==> src/pm_pkg.sv <==
// constants for the port and pin-function multiplexer
package pm_pkg;
	// ==========================================
	// register bus
	localparam int ADDR_W = 4;
	localparam int DATA_W = 8;
	localparam logic [3:0] ADR_A_DATA = 4'h0;
	localparam logic [3:0] ADR_A_DIR = 4'h1;
	localparam logic [3:0] ADR_B_DATA = 4'h2;
	localparam logic [3:0] ADR_B_DIR = 4'h3;
	localparam logic [3:0] ADR_C_DATA = 4'h4;
	localparam logic [3:0] ADR_C_DIR = 4'h5;
	localparam logic [3:0] ADR_D_DATA = 4'h6;
	localparam logic [3:0] ADR_D_DIR = 4'h7;
	localparam logic [3:0] ADR_F_DATA = 4'h8;
	localparam logic [3:0] ADR_F_DIR = 4'h9;
	localparam logic [3:0] ADR_SEGP = 4'hA;
	localparam logic [3:0] ADR_FUNC = 4'hB;
	localparam logic [3:0] ADR_LCD = 4'hC;
	localparam logic [3:0] ADR_STAT = 4'hD;
	localparam logic [7:0] RST_BYTE = 8'h00;
	// ==========================================
	// field positions
	localparam int FN_SER = 0;
	localparam int FN_T4 = 1;
	localparam int FN_SUB = 2;
	localparam int FN_PWM = 3;
	localparam int LCD_DUTY_LSB = 0;
	localparam int LCD_ANA_LSB = 2;
	localparam int SEGP_GRP_LSB = 4;
	localparam logic [1:0] DUTY_HALF = 2'h0;
	localparam logic [1:0] DUTY_THIRD = 2'h1;
	localparam logic [1:0] DUTY_QUARTER = 2'h2;
	// ==========================================
	// timing
	localparam int CLK_PERIOD_NS = 10;
	localparam int RST_LOW_MIN_US = 16;
	localparam int RST_LOW_MIN_CYC =
		(RST_LOW_MIN_US * 1000 + CLK_PERIOD_NS - 1) / CLK_PERIOD_NS;
endpackage

==> src/pm_io_port.sv <==
// one 8-bit port: latch or alternate function onto the pins
`timescale 1ns/1ns
module pm_io_port #(
	parameter int W = 8,
	parameter bit OPEN_DRAIN = 1'b0
) (
	// clock and reset
	input wire logic clk_sys_i,
	input wire logic rst_b_i,
	// port state
	input wire logic [W-1:0] latch_i,
	input wire logic [W-1:0] dir_i,
	// alternate function
	input wire logic [W-1:0] alt_en_i,
	input wire logic [W-1:0] alt_val_i,
	input wire logic [W-1:0] alt_drv_i,
	// pins
	output logic [W-1:0] pin_o,
	output logic [W-1:0] pin_oe_b_o
);
	logic [W-1:0] val;
	logic [W-1:0] drv;

	assign val = (alt_en_i & alt_val_i) | (~alt_en_i & latch_i);
	assign drv = (alt_en_i & alt_drv_i) | (~alt_en_i & dir_i);

	always_ff @(posedge clk_sys_i) begin
		if (!rst_b_i) begin
			pin_o <= '0;
			pin_oe_b_o <= '1;
		end else if (OPEN_DRAIN) begin
			pin_o <= '0;
			pin_oe_b_o <= ~(drv & ~val);
		end else begin
			pin_o <= val;
			pin_oe_b_o <= ~drv;
		end
	end
endmodule

==> src/pm_irq_edge.sv <==
// both-edge detect and ordering of the external interrupt pins
`timescale 1ns/1ns
module pm_irq_edge (
	// clock and reset
	input wire logic clk_sys_i,
	input wire logic rst_b_i,
	// pins, bit 0 is ext_irq_1
	input wire logic [2:0] irq_pin_i,
	// results
	output logic [2:0] edge_o,
	output logic [1:0] top_o
);
	logic [2:0] prev_reg;
	logic armed_reg;
	logic [2:0] hit;

	// first sample after reset only arms, so no false edge
	assign hit = armed_reg ? (irq_pin_i ^ prev_reg) : 3'h0;

	always_ff @(posedge clk_sys_i) begin
		if (!rst_b_i) begin
			prev_reg <= 3'h0;
			armed_reg <= 1'b0;
			edge_o <= 3'h0;
			top_o <= 2'h0;
		end else begin
			prev_reg <= irq_pin_i;
			armed_reg <= 1'b1;
			edge_o <= hit;
			if (hit[0])
				top_o <= 2'h1;
			else if (hit[1])
				top_o <= 2'h2;
			else if (hit[2])
				top_o <= 2'h3;
			else
				top_o <= 2'h0;
		end
	end
endmodule

==> src/pm_pin_mux.sv <==
// top of the port and pin-function multiplexer
// ==========================================
// Summary of operation
// - port a: eight pins, own direction bits
// - reset leaves every port a pin input
// - port a output drives high and low
// - port b open drain: one leaves undriven
// - port c like a, plus key wake
// - port d bits 7..4 carry serial signals
// - d3 timer4 half, d2 irq, d1/0 subclock
// - segment input port, pairs become segments
// - port f bits 0..3 feed irq/timers/trigger
// - port f bits 4..7 carry pwm outputs
// - commons 2,3 idle half; 3 at third
// - segments 16..23 analog, pairs then quad
// - ext_irq_1 ranks highest of external pins
`timescale 1ns/1ns
module pm_pin_mux #(
	parameter bit KEY_WAKE = 1'b1
) (
	// clock and reset
	input wire logic clk_sys_i,
	input wire logic rst_b_i,
	// register port
	input wire logic [3:0] addr_i,
	input wire logic [7:0] wdata_i,
	input wire logic wr_i,
	input wire logic rd_i,
	output logic [7:0] rdata_o,
	// general ports
	input wire logic [7:0] cmos_a_i,
	output logic [7:0] cmos_a_o,
	output logic [7:0] cmos_a_oe_b_o,
	input wire logic [7:0] drain_b_i,
	output logic [7:0] drain_b_o,
	output logic [7:0] drain_b_oe_b_o,
	input wire logic [7:0] wake_c_i,
	output logic [7:0] wake_c_o,
	output logic [7:0] wake_c_oe_b_o,
	input wire logic [7:0] shared_d_i,
	output logic [7:0] shared_d_o,
	output logic [7:0] shared_d_oe_b_o,
	input wire logic [7:0] shared_f_i,
	output logic [7:0] shared_f_o,
	output logic [7:0] shared_f_oe_b_o,
	// segment input port
	input wire logic [3:0] segp_i,
	input wire logic [3:0] segp_data_i,
	output logic [3:0] segp_o,
	output logic [3:0] segp_oe_b_o,
	// display commons and analog segments
	input wire logic [1:0] lcd_unused_i,
	input wire logic [3:0] com_data_i,
	output logic [3:0] com_o,
	output logic [3:0] com_oe_b_o,
	input wire logic [7:0] aseg_data_i,
	output logic [7:0] aseg_o,
	output logic [7:0] aseg_oe_b_o,
	output logic [7:0] analog_sel_o,
	// serial unit
	input wire logic serial_ready_b_i,
	input wire logic serial_clk_i,
	input wire logic serial_clk_drive_i,
	input wire logic serial_out_i,
	output logic serial_in_o,
	output logic serial_clk_o,
	// timers, converter, sub-clock, pwm
	input wire logic tmr4_ovf_i,
	input wire logic subclock_out_i,
	input wire logic [3:0] pwm_i,
	output logic subclock_in_o,
	output logic tmr3_cnt_o,
	output logic tmr5_cnt_o,
	output logic adc_trig_o,
	// external interrupts and wake
	input wire logic ext_irq_1_i,
	output logic [2:0] ext_irq_edge_o,
	output logic [1:0] ext_irq_top_o,
	output logic key_wake_o
);
	logic [7:0] data_a_reg, dir_a_reg, data_b_reg, dir_b_reg;
	logic [7:0] data_c_reg, dir_c_reg, data_d_reg, dir_d_reg;
	logic [7:0] data_f_reg, dir_f_reg;
	logic [3:0] func_reg;
	logic [1:0] segp_grp_reg;
	logic [1:0] duty_reg;
	logic [2:0] ana_reg;
	logic t4_half_reg;
	logic [7:0] rdata_next;
	logic [7:0] alt_en_d, alt_val_d, alt_drv_d;
	logic [7:0] alt_en_f;
	logic [7:0] ana_pin;
	logic [3:0] com_used;
	logic ser_on;

	// input bits show the pin, output bits the latch
	function automatic logic [7:0] port_rd(input logic [7:0] l,
		input logic [7:0] d, input logic [7:0] p);
		port_rd = (l & d) | (p & ~d);
	endfunction

	// ==========================================
	// register writes
	always_ff @(posedge clk_sys_i) begin
		if (!rst_b_i) begin
			data_a_reg <= pm_pkg::RST_BYTE;
			dir_a_reg <= pm_pkg::RST_BYTE;
			data_b_reg <= pm_pkg::RST_BYTE;
			dir_b_reg <= pm_pkg::RST_BYTE;
			data_c_reg <= pm_pkg::RST_BYTE;
			dir_c_reg <= pm_pkg::RST_BYTE;
			data_d_reg <= pm_pkg::RST_BYTE;
			dir_d_reg <= pm_pkg::RST_BYTE;
			data_f_reg <= pm_pkg::RST_BYTE;
			dir_f_reg <= pm_pkg::RST_BYTE;
			func_reg <= 4'h0;
			segp_grp_reg <= 2'h0;
			duty_reg <= pm_pkg::DUTY_QUARTER;
			ana_reg <= 3'h0;
		end else if (wr_i) begin
			unique case (addr_i)
				pm_pkg::ADR_A_DATA: data_a_reg <= wdata_i;
				pm_pkg::ADR_A_DIR: dir_a_reg <= wdata_i;
				pm_pkg::ADR_B_DATA: data_b_reg <= wdata_i;
				pm_pkg::ADR_B_DIR: dir_b_reg <= wdata_i;
				pm_pkg::ADR_C_DATA: data_c_reg <= wdata_i;
				pm_pkg::ADR_C_DIR: dir_c_reg <= wdata_i;
				pm_pkg::ADR_D_DATA: data_d_reg <= wdata_i;
				pm_pkg::ADR_D_DIR: dir_d_reg <= wdata_i;
				pm_pkg::ADR_F_DATA: data_f_reg <= wdata_i;
				pm_pkg::ADR_F_DIR: dir_f_reg <= wdata_i;
				pm_pkg::ADR_SEGP: segp_grp_reg <=
					wdata_i[pm_pkg::SEGP_GRP_LSB +: 2];
				pm_pkg::ADR_FUNC: func_reg <= wdata_i[3:0];
				pm_pkg::ADR_LCD: begin
					duty_reg <= wdata_i[pm_pkg::LCD_DUTY_LSB +: 2];
					ana_reg <= wdata_i[pm_pkg::LCD_ANA_LSB +: 3];
				end
				default: ;
			endcase
		end
	end

	// ==========================================
	// register reads, data valid the next cycle only
	always_comb begin
		rdata_next = 8'h00;
		unique case (addr_i)
			pm_pkg::ADR_A_DATA:
				rdata_next = port_rd(data_a_reg, dir_a_reg, cmos_a_i);
			pm_pkg::ADR_A_DIR: rdata_next = dir_a_reg;
			pm_pkg::ADR_B_DATA:
				rdata_next = port_rd(data_b_reg, dir_b_reg, drain_b_i);
			pm_pkg::ADR_B_DIR: rdata_next = dir_b_reg;
			pm_pkg::ADR_C_DATA:
				rdata_next = port_rd(data_c_reg, dir_c_reg, wake_c_i);
			pm_pkg::ADR_C_DIR: rdata_next = dir_c_reg;
			pm_pkg::ADR_D_DATA:
				rdata_next = port_rd(data_d_reg, dir_d_reg, shared_d_i);
			pm_pkg::ADR_D_DIR: rdata_next = dir_d_reg;
			pm_pkg::ADR_F_DATA:
				rdata_next = port_rd(data_f_reg, dir_f_reg, shared_f_i);
			pm_pkg::ADR_F_DIR: rdata_next = dir_f_reg;
			pm_pkg::ADR_SEGP:
				rdata_next = {2'h0, segp_grp_reg, segp_i};
			pm_pkg::ADR_FUNC: rdata_next = {4'h0, func_reg};
			pm_pkg::ADR_LCD: rdata_next = {3'h0, ana_reg, duty_reg};
			pm_pkg::ADR_STAT: rdata_next =
				{3'h0, key_wake_o, t4_half_reg, shared_f_i[0],
				shared_d_i[2], ext_irq_1_i};
			default: rdata_next = 8'h00;
		endcase
	end

	always_ff @(posedge clk_sys_i) begin
		if (!rst_b_i)
			rdata_o <= 8'h00;
		else
			rdata_o <= rd_i ? rdata_next : 8'h00;
	end

	// ==========================================
	// alternate functions of ports d and f
	assign ser_on = func_reg[pm_pkg::FN_SER];
	assign alt_en_d = {{4{ser_on}}, func_reg[pm_pkg::FN_T4], 1'b0,
		{2{func_reg[pm_pkg::FN_SUB]}}};
	assign alt_val_d = {serial_ready_b_i, serial_clk_i, serial_out_i,
		1'b1, t4_half_reg, 1'b1, 1'b1, subclock_out_i};
	// serial in and sub-clock in are released, never driven
	assign alt_drv_d = {1'b1, serial_clk_drive_i, 1'b1, 1'b0,
		1'b1, 1'b0, 1'b0, 1'b1};
	assign alt_en_f = {{4{func_reg[pm_pkg::FN_PWM]}}, 4'h0};

	always_ff @(posedge clk_sys_i) begin
		if (!rst_b_i)
			t4_half_reg <= 1'b0;
		else if (tmr4_ovf_i)
			t4_half_reg <= ~t4_half_reg;
	end

	// pins used as inputs by other units, taken in all modes
	always_ff @(posedge clk_sys_i) begin
		if (!rst_b_i) begin
			serial_in_o <= 1'b0;
			serial_clk_o <= 1'b0;
			subclock_in_o <= 1'b0;
			tmr3_cnt_o <= 1'b0;
			tmr5_cnt_o <= 1'b0;
			adc_trig_o <= 1'b0;
			key_wake_o <= 1'b0;
		end else begin
			serial_in_o <= shared_d_i[4];
			serial_clk_o <= shared_d_i[6];
			subclock_in_o <= shared_d_i[1];
			tmr3_cnt_o <= shared_f_i[1];
			tmr5_cnt_o <= shared_f_i[2];
			adc_trig_o <= shared_f_i[3];
			key_wake_o <= KEY_WAKE && |(~wake_c_i & ~dir_c_reg);
		end
	end

	// ==========================================
	// port drivers
	pm_io_port #(.OPEN_DRAIN(1'b0)) u_port_a (
		.clk_sys_i(clk_sys_i), .rst_b_i(rst_b_i),
		.latch_i(data_a_reg), .dir_i(dir_a_reg),
		.alt_en_i(8'h00), .alt_val_i(8'h00), .alt_drv_i(8'h00),
		.pin_o(cmos_a_o), .pin_oe_b_o(cmos_a_oe_b_o));
	pm_io_port #(.OPEN_DRAIN(1'b1)) u_port_b (
		.clk_sys_i(clk_sys_i), .rst_b_i(rst_b_i),
		.latch_i(data_b_reg), .dir_i(dir_b_reg),
		.alt_en_i(8'h00), .alt_val_i(8'h00), .alt_drv_i(8'h00),
		.pin_o(drain_b_o), .pin_oe_b_o(drain_b_oe_b_o));
	pm_io_port #(.OPEN_DRAIN(1'b0)) u_port_c (
		.clk_sys_i(clk_sys_i), .rst_b_i(rst_b_i),
		.latch_i(data_c_reg), .dir_i(dir_c_reg),
		.alt_en_i(8'h00), .alt_val_i(8'h00), .alt_drv_i(8'h00),
		.pin_o(wake_c_o), .pin_oe_b_o(wake_c_oe_b_o));
	pm_io_port #(.OPEN_DRAIN(1'b1)) u_port_d (
		.clk_sys_i(clk_sys_i), .rst_b_i(rst_b_i),
		.latch_i(data_d_reg), .dir_i(dir_d_reg),
		.alt_en_i(alt_en_d), .alt_val_i(alt_val_d),
		.alt_drv_i(alt_drv_d),
		.pin_o(shared_d_o), .pin_oe_b_o(shared_d_oe_b_o));
	pm_io_port #(.OPEN_DRAIN(1'b1)) u_port_f (
		.clk_sys_i(clk_sys_i), .rst_b_i(rst_b_i),
		.latch_i(data_f_reg), .dir_i(dir_f_reg),
		.alt_en_i(alt_en_f), .alt_val_i({pwm_i, 4'h0}),
		.alt_drv_i(8'hf0),
		.pin_o(shared_f_o), .pin_oe_b_o(shared_f_oe_b_o));

	pm_irq_edge u_irq (
		.clk_sys_i(clk_sys_i), .rst_b_i(rst_b_i),
		.irq_pin_i({shared_f_i[0], shared_d_i[2], ext_irq_1_i}),
		.edge_o(ext_irq_edge_o), .top_o(ext_irq_top_o));

	// ==========================================
	// display pins
	assign com_used = (duty_reg == pm_pkg::DUTY_HALF) ? 4'h3 :
		(duty_reg == pm_pkg::DUTY_THIRD) ? 4'h7 : 4'hf;

	generate
		for (genvar k = 0; k < 8; k++) begin : g_ana
			// seg16..19 switch in pairs, seg20..23 as one quad
			assign ana_pin[k] = ana_reg[(k < 4) ? k / 2 : 2];
		end
	endgenerate

	always_ff @(posedge clk_sys_i) begin
		if (!rst_b_i) begin
			segp_o <= 4'h0;
			segp_oe_b_o <= 4'hf;
			com_o <= 4'h0;
			com_oe_b_o <= 4'hf;
			aseg_o <= 8'h00;
			aseg_oe_b_o <= 8'hff;
			analog_sel_o <= 8'h00;
		end else begin
			segp_o <= segp_data_i;
			segp_oe_b_o <= ~{{2{segp_grp_reg[1]}},
				{2{segp_grp_reg[0]}}};
			com_o <= com_data_i & com_used;
			com_oe_b_o <= ~com_used;
			aseg_o <= aseg_data_i & ~ana_pin;
			aseg_oe_b_o <= ana_pin;
			analog_sel_o <= {<<{ana_pin}};
		end
	end
endmodule

==> config.mk <==
export PLATFORM = sky130hd
export DESIGN_NAME = pm_pin_mux
export DESIGN_NICKNAME = d
export VERILOG_FILES = /design/src/pm_pkg.sv /design/src/pm_io_port.sv /design/src/pm_irq_edge.sv /design/src/pm_pin_mux.sv
export SDC_FILE = /design/constraint.sdc
export NUM_CORES = 1
export LEC_CHECK = 0
export ABC_CLOCK_PERIOD_IN_PS = 1800
export BUFFER_PORTS_ARGS = -buffer_cell sky130_fd_sc_hd__buf_2
export CORE_ASPECT_RATIO = 1.4
export CORE_MARGIN = 4
export CORE_UTILIZATION = 52
export DETAILED_ROUTE_END_ITERATION = 6
export GPL_TIMING_DRIVEN = 1
export PLACE_DENSITY_LB_ADDON = 0.12
export SLEW_MARGIN = 10
export SYNTH_ARGS = -nofsm -noshare
export SYNTH_HDL_FRONTEND = slang
export SYNTH_SLANG_ARGS = --single-unit
==> constraint.sdc <==
create_clock -name clk_sys_i -period 1.8 [get_ports clk_sys_i]
set_input_delay 0.45 -clock clk_sys_i [delete_from_list [all_inputs] [get_ports clk_sys_i]]
set_output_delay 0.45 -clock clk_sys_i [all_outputs]
set_load 0.1 [all_outputs]
# Word-level counts from Yosys, hierarchy flattened
# Index checks and enable logic that the tools add are counted.
[op_classes]
n_eq_ne = 14
muxes = 8
bitwise_logic = 52
reduce_logical = 18
[op_table]
columns = ["op", "n"]
rows = [
  ["$and A8 B8 Y8", 22],
  ["$not A8 Y8", 15],
  ["$pmux W8 S14", 1],
  ["$or A8 B8 Y8", 9],
  ["$reduce_and A2 Y1", 14],
  ["$eq A4 B4 Y1 const B", 6],
  ["$eq A4 B3 Y1 const B", 4],
  ["$eq A4 B2 Y1 const B", 2],
  ["$mux W4", 2],
  ["$not A4 Y4", 2],
  ["$reduce_or A8 Y1", 1],
  ["$and A4 B4 Y4", 1],
  ["$eq A4 B1 Y1 const B", 1],
  ["$logic_not A4 Y1", 1],
  ["$mux W2", 2],
  ["$mux W3", 1],
  ["$xor A3 B3 Y3", 1],
  ["$eq A2 B1 Y1 const B", 1],
  ["$logic_not A2 Y1", 1],
  ["$mux W1", 2],
  ["$not A1 Y1", 2],
  ["$reduce_or A2 Y1", 1],
]
[word_totals]
register_bits = 208
input_bits = 89
output_inout_bits = 140

# Longest topological paths before layout
# Gate-level depths: netlist (run 1).
[logic_depth]
word_depth = 6
mapped_depth = 7
ltp_nobuf = 4

# By module
# A second synthesis (run 1) with hierarchy kept.
[hier_totals]
hier_cells = 923
area_unflattened_um2 = 8557.0
[by_module_without_submodules]
columns = ["mod", "instances", "cells_each", "area_per_inst_um2", "seq_area_each_um2"]
rows = [
  ["pm_pin_mux", 1, 679, 5943.2, 2682.6],
  ["pm_io_port (u_port_b ...)", 3, 41, 394.1, 160.2],
  ["pm_io_port (u_port_a ...)", 2, 49, 580.6, 320.3],
  ["pm_irq_edge", 1, 23, 270.3, 180.2],
]

# Least setup slack after synthesis (run 1)
# Ideal clock, no wire load.
[synth_timing]
kind = "register -> output"
start = "register, netlist name analog_sel_o[3]"
end = "output analog_sel_o[1]"
arrival_time_ns = 1.392
slack_ns = -0.042
path_stages_with_launch = 2
cell_sequence = "dfxtp_1 > buf_4"
[synth_lines]
columns = ["item", "line_no", "source"]
rows = [
  ["to (decl)", "pm_pin_mux.sv:59", "output logic [7:0] analog_sel_o,"],
]

# Worst setup path in the final report (run 1)
[layout_timing]
start = "register key_wake_o"
end = "output key_wake_o"
[layout_lines]
columns = ["item", "line_no", "source"]
rows = [
  ["from (decl)", "pm_pin_mux.sv:79", "output logic key_wake_o"],
  ["from (signal assigned)", "pm_pin_mux.sv:218", "key_wake_o <= KEY_WAKE && |(~wake_c_i & ~dir_c_reg);"],
]
# No word-level cell between the ends.

==> metrics.md, run 1 <==
| Metric | Value |
|---|---|
| Share of cells above drive strength 1 | 33.0% |
| Final period utilization | 97.1% |
| Congestion Overflow GR | 0 |
| Post-synthesis sequential area ratio | 50.0% |
| Iteration-0 DRC Markers | 329 |
| XOR/XNOR share of the synthesized area | 0.440% |
| Slowest stage delay, CP | 460 ps |
| Worst vdd ir | 740 uV |
| Lkg Pwr | 4.63 nW |
| WP depth | 1 |
| Final setup TNS | 0 ps |
| Most used flip-flop cell after synthesis | dfxtp_1 |
| CP Buf/Inv Count | 1 |
| HP Class | in -> reg |
| Crit path from | key_wake_o |
| Synth Area in Simple Gates | 17.6% |
| Mux contribution to synthesized area | 16.9% |
| Max Cap Viol | 0 |
| Total number of vias | 6600 |
| Port-buffer cells | 202 |
| Clock skew | 9.80 ps |
| FF+latch count, synth | 199 |
| Slowest stage cell, crit path | buf_2 |
| CTS Buffer Depth | 2 |
| Synthesized netlist cell count | 795 |
| Post-Synth Adder-Cell Area | 0% |
| Largest family of logic cells by synthesized area | simple AND/OR/NAND/NOR gates |
| Die Span X | 113 um |
| Total GRT Usage | 28.5% |
| CTS tree | yes |
| DRC Markers | 0 |
| Crit. End Element | primary output |
| Pwr dens | 990 nW/um2 |
| Synth Area in Compound Gates | 7.76% |
| GP Congestion | 0.975 |
| Post-Synthesis Cell Area | 7970 um2 |
| Post-synth EDFFs | 0 |
| Post-synth top area share | 50.0% |
| Initial Utilization | 52.9% |
| Final cell count without fillers | 1239 |
| Most common cell in the netlist | dfxtp_1 |
| Pin count of the biggest net entering global routing | 57 |
| Post-CTS setup buffer count | 0 |
| R2R depth | 5 |
| Hold Path Depth | 2 |
| Type of origin of the critical path | flip-flop |
| Outcome | completed |
| Library cells used by synthesis | 57 |
| Maximum operating frequency | 0.572 GHz |
| Detail Placement HPWL | 19300 um |
| Root Buffer | clkbuf_16 |
| Slew margin rel. | 66.2% |
| H-tree depth | 4 |
| RSZ-0062 raised after global routing | no |
| Largest area contributor in the netlist | dfxtp_1 |
| RR Startpoint | dir_a_reg[5] |
| CP Class | reg -> out |
| Vias in the first global route | 6510 |
| WP data arrival | 1300 ps |
| TritonCTS Buffers | 17 |
| Most frequent cells after synthesis | 199 x dfxtp_1, 132 x mux2i_1, 104 x nor2_1 |
| Worst EP required | 1350 ps |
| First-pass GRT wire length | 37500 um |
| Final Critical Period | 1750 ps |
| Core footprint | 15100 um2 |
| Num ports | 229 |
| Initial DRT Pass Iterations | 7 |
| Die area | 17400 um2 |
| Chip height | 154 um |
| Setup violations, final | 0 |
| Fin nets | 1123 |
| Min-delay src | aseg_data_i[5] |
| Placed cell count | 1207 |
| Ant diodes | 0 |
| Largest delay share family, worst path | buffers and inverters |
| Final WL | 25100 um |
| Area growth syn-to-layout | 27.0% |
| Synth warnings | 0 |
| Clk_lat worst skew | 430 ps |
| Area contributors post-synth | dfxtp_1 50%, mux2i_1 17%, nor2_1 4.9% |
| Initial antenna violation count | 0 |
| Hold_buf cts | 0 |
| Post-cts resize count | 0 |
| CP max FO | 2 |
| Cell Rows | 53 |
| Max-slew violations | 0 |
| Hold WS | 219 ps |
| DRT antenna net count | 0 |
| Via/cell ratio | 5.33 |
| Syn avg cell area | 10.0 um2 |
| CP Cell Sequence | buf_2 |
| CTS sink cnt | 199 |
| Post-synth ARST share | 0% |
| Worst-path clk slew | 70 ps |
| DR WL/cell | 20.3 um |
| Worst-margin pin slew | 495 ps |
| Fin. Hold Viols | 0 |
[kinds of logic (layout without fill, tap and decap cells)]
group / after synthesis / in the layout
flops: 199 / 199
simple gates: 262 / 262
other cells: 1 / 24
mux: 134 / 134
xor+xnor: 4 / 4
buf+inv: 105 / 334
compound gates: 90 / 90
[through the flow]
step	util [%]	power, W	setup slack, ps	cell area (um2)
after detailed placement	63.1	0.00616	-215	9500
after global placement	63.1	0.00616	-122	9500
after floorplan	-	0.00576	185	8060
after global routing	67.2	0.0103	36.1	10100
final	67.2	0.0100	52.4	10100
after CTS	67.2	0.0101	57.1	10100
[cells in the final DEF (no fill, tap or decap), types with 12 or more instances in the layout]
master,count
buf_2,202
nand3b_1,14
nor2_1,104
nand2_1,31
nor2b_1,16
buf_4,86
dfxtp_1,190
clkbuf_16,17
o22ai_1,20
conb_1,24
mux2i_1,132
nor3b_1,12
o21ai_0,19
and2_1,38
[worst paths after layout]
kind / end / slack (ps)
setup / recovery: key_wake_o / 50
setup reg to reg: rdata_o[5] / 120
hold / removal: aseg_o[5] / 220
hold reg to reg: segp_oe_b_o[2] / 420
[cell type report]
type,instances,area (um2)
fill,1221,4930
sequential,199,4000
multi-input combinational,514,3490
timing repair buffer,292,1740
clock buffer,18,429
tap,192,240
clock inverter,14,193
inverter,10,37.5
[report_power, final]
group	switching, W	total (W)	internal (W)
Combinational	0.00116	0.00152	0.000361
Clock	0.00184	0.00396	0.00212
Sequential	0.0000519	0.00454	0.00449
[layer usage]
metal  up-vias  track usage, %  wire (um)  part of all wire (%)
li1       3165               -          -                     -
met1      3120            33.4       9990                    40
met2       268            50.2      12800                    51
met3        47            4.77       1340                   5.3
met4         0            13.3       1040                   4.1
met5         -               0          0                     0
Power figures use the tool's default switching activity.
==> inputs of run 2 (changes only) <==
Settings changed: CORE_ASPECT_RATIO 1.4 to default.
==> metrics.md, run 2 (synthesis gave the netlist of run 1 again) <==
| Metric | Value |
|---|---|
| WP data arrival | 1250 ps (-50 ps) |
| Total GRT Usage | 27.8% (-0.72 points) |
| Lkg Pwr | 4.51 nW (-2.7%) |
| Total number of vias | 6443 (-2.4%) |
| Commonest non-fill, non-tap cell in the layout | buf_2 |
| Die Span X | 132 um (+17%) |
| Worst-margin pin slew | 503 ps (+8.75 ps) |
| WP depth | 1 (unchanged) |
| Post-CTS setup buffer count | 0 (unchanged) |
| Chip height | 132 um (-15%) |
| Global Route met2 Usage | 44.7% (-5.6 points) |
| Final setup TNS | 0 ps (unchanged) |
| Final cell count without fillers | 1202 (-3.0%) |
| Total power draw | 0.00976 W (-2.6%) |
| Via/cell ratio | 5.36 (+0.63%) |
| R2R depth | 4 (-1) |
| CTS sink cnt | 199 (unchanged) |
| Congestion Overflow GR | 0 (unchanged) |
| Final period utilization | 94.6% (-2.4 points) |
| Max Cap Viol | 0 (unchanged) |
| Core footprint | 14800 um2 (-2.0%) |
| Final Critical Period | 1700 ps (-44.1 ps) |
| Die area | 17400 um2 (-0.16%) |
| Cell Rows | 44 (-17%) |
| Type of origin of the critical path | flip-flop |
| Area growth syn-to-layout | 24.0% |
| Finished Core Util | 66.9% (-0.31 points) |
| Root Buffer | clkbuf_16 |
| Fin. Hold Viols | 0 (unchanged) |
| Gr busiest metal | met2 |
| GP Congestion | 0.971 (-0.37%) |
| Clk_lat worst skew | 430 ps (about the same) |
| Share of cells above drive strength 1 | 31.2% (-1.8 points) |
| Num ports | 229 (unchanged) |
| Fin nets | 1095 (-2.5%) |
| Worst-path clk slew | 70 ps (about the same) |
| Final WL | 24400 um (-2.9%) |
| Crit path from | key_wake_o |
| CP Class | reg -> out |
| CP Cell Sequence | buf_2 |
| Placed cell count | 1171 (-3.0%) |
| Met3 GRT Util | 4.35% (-0.42 points) |
| DRC Markers | 0 (unchanged) |
| Port-buffer cells | 202 (unchanged) |
| TritonCTS Buffers | 17 (unchanged) |
| RSZ-0062 raised after global routing | no |
| Reg-to-reg endpoint | rdata_o[5] |
| CTS Buffer Depth | 2 (unchanged) |
| RR Startpoint | dir_d_reg[5] |
| Maximum operating frequency | 0.587 GHz (+2.6%) |
| Initial antenna violation count | 0 (unchanged) |
| Critical Path End | key_wake_o |
| Pin count of the biggest net entering global routing | 84 (+47%) |
| Slowest stage delay, CP | 450 ps (about the same) |
| CTS tree | yes |
| Hold Path Depth | 2 (unchanged) |
| Slew margin rel. | 65.6% (-0.60 points) |
| Iteration-0 DRC Markers | 502 (+53%) |
| Setup WS pre-CTS | -133 ps (+82.1 ps) |
| Setup violations, final | 0 (unchanged) |
| Pwr dens | 989 nW/um2 (-0.18%) |
| Hold_buf cts | 0 (unchanged) |
| Initial DRT Pass Iterations | 5 (-2) |
| Worst EP required | 1350 ps (about the same) |
| DRT antenna net count | 0 (unchanged) |
| H-tree depth | 4 (unchanged) |
| Post-cts resize count | 0 (unchanged) |
| First-pass GRT wire length | 37300 um (-0.57%) |
| Outcome | completed |
| Ant diodes | 0 (unchanged) |
| Max-slew violations | 0 (unchanged) |
| Clock skew | 8.14 ps (-1.65 ps) |
| Final WS setup | 96.4 ps (+44.1 ps) |
| HP Class | in -> reg |
| Worst vdd ir | 603 uV (-18%) |
| Global routing usage on met1 | 38.9% (+5.5 points) |
| Detail Placement HPWL | 18100 um (-6.2%) |
| CP Buf/Inv Count | 1 (unchanged) |
| Crit. End Element | primary output |
| DR WL/cell | 20.3 um (+0.13%) |
| Vias in the first global route | 6186 (-5.0%) |
| Most frequent cells in the layout | 202 x buf_2, 190 x dfxtp_1, 132 x mux2i_1 |
| Initial Utilization | 54.0% (+1.1 points) |
| R2r setup slk | 260 ps (+140 ps) |
| Slowest stage cell, crit path | buf_2 |
| Largest delay share family, worst path | buffers and inverters |
| CP max FO | 2 (unchanged) |
[run 2: metal layers]
layer / vias up / share of wire [%]
met5: - / 0
met4: 0 / 1.8
met3: 28 / 6.3
met2: 273 / 47
met1: 3041 / 45
li1: 3101 / -
[run 2: report_power, final]
group	internal [W]	total [W]	switching (W)
clock network	0.00199	0.00374	0.00175
registers	0.00449	0.00455	0.0000523
logic	0.000330	0.00147	0.00114
[run 2: worst min path at each step]
stage                         start        endpoint  slack, ps
floorplan           segp_grp_reg[0]  segp_oe_b_o[1]        370
global placement    segp_grp_reg[0]  segp_oe_b_o[1]        390
detailed placement  segp_grp_reg[0]  segp_oe_b_o[1]        400
CTS                  aseg_data_i[4]       aseg_o[4]        200
global route         aseg_data_i[7]       aseg_o[7]        210
finish               aseg_data_i[4]       aseg_o[4]        210
[run 2: stage by stage]
step	hold WS [ps]	area, um2
after floorplan	366	8060
after global placement	391	9290
after detailed placement	396	9290
after CTS	197	9870
after global routing	210	9870
final	213	9870
[run 2: cell type report]
class | instances | area, um2
clock buffer | 18 | 439
timing repair buffer | 264 | 1540
tap | 184 | 230
fill | 1261 | 4880
multi-input combinational | 514 | 3490
clock inverter | 13 | 144
sequential | 199 | 4000
inverter | 10 | 37.5
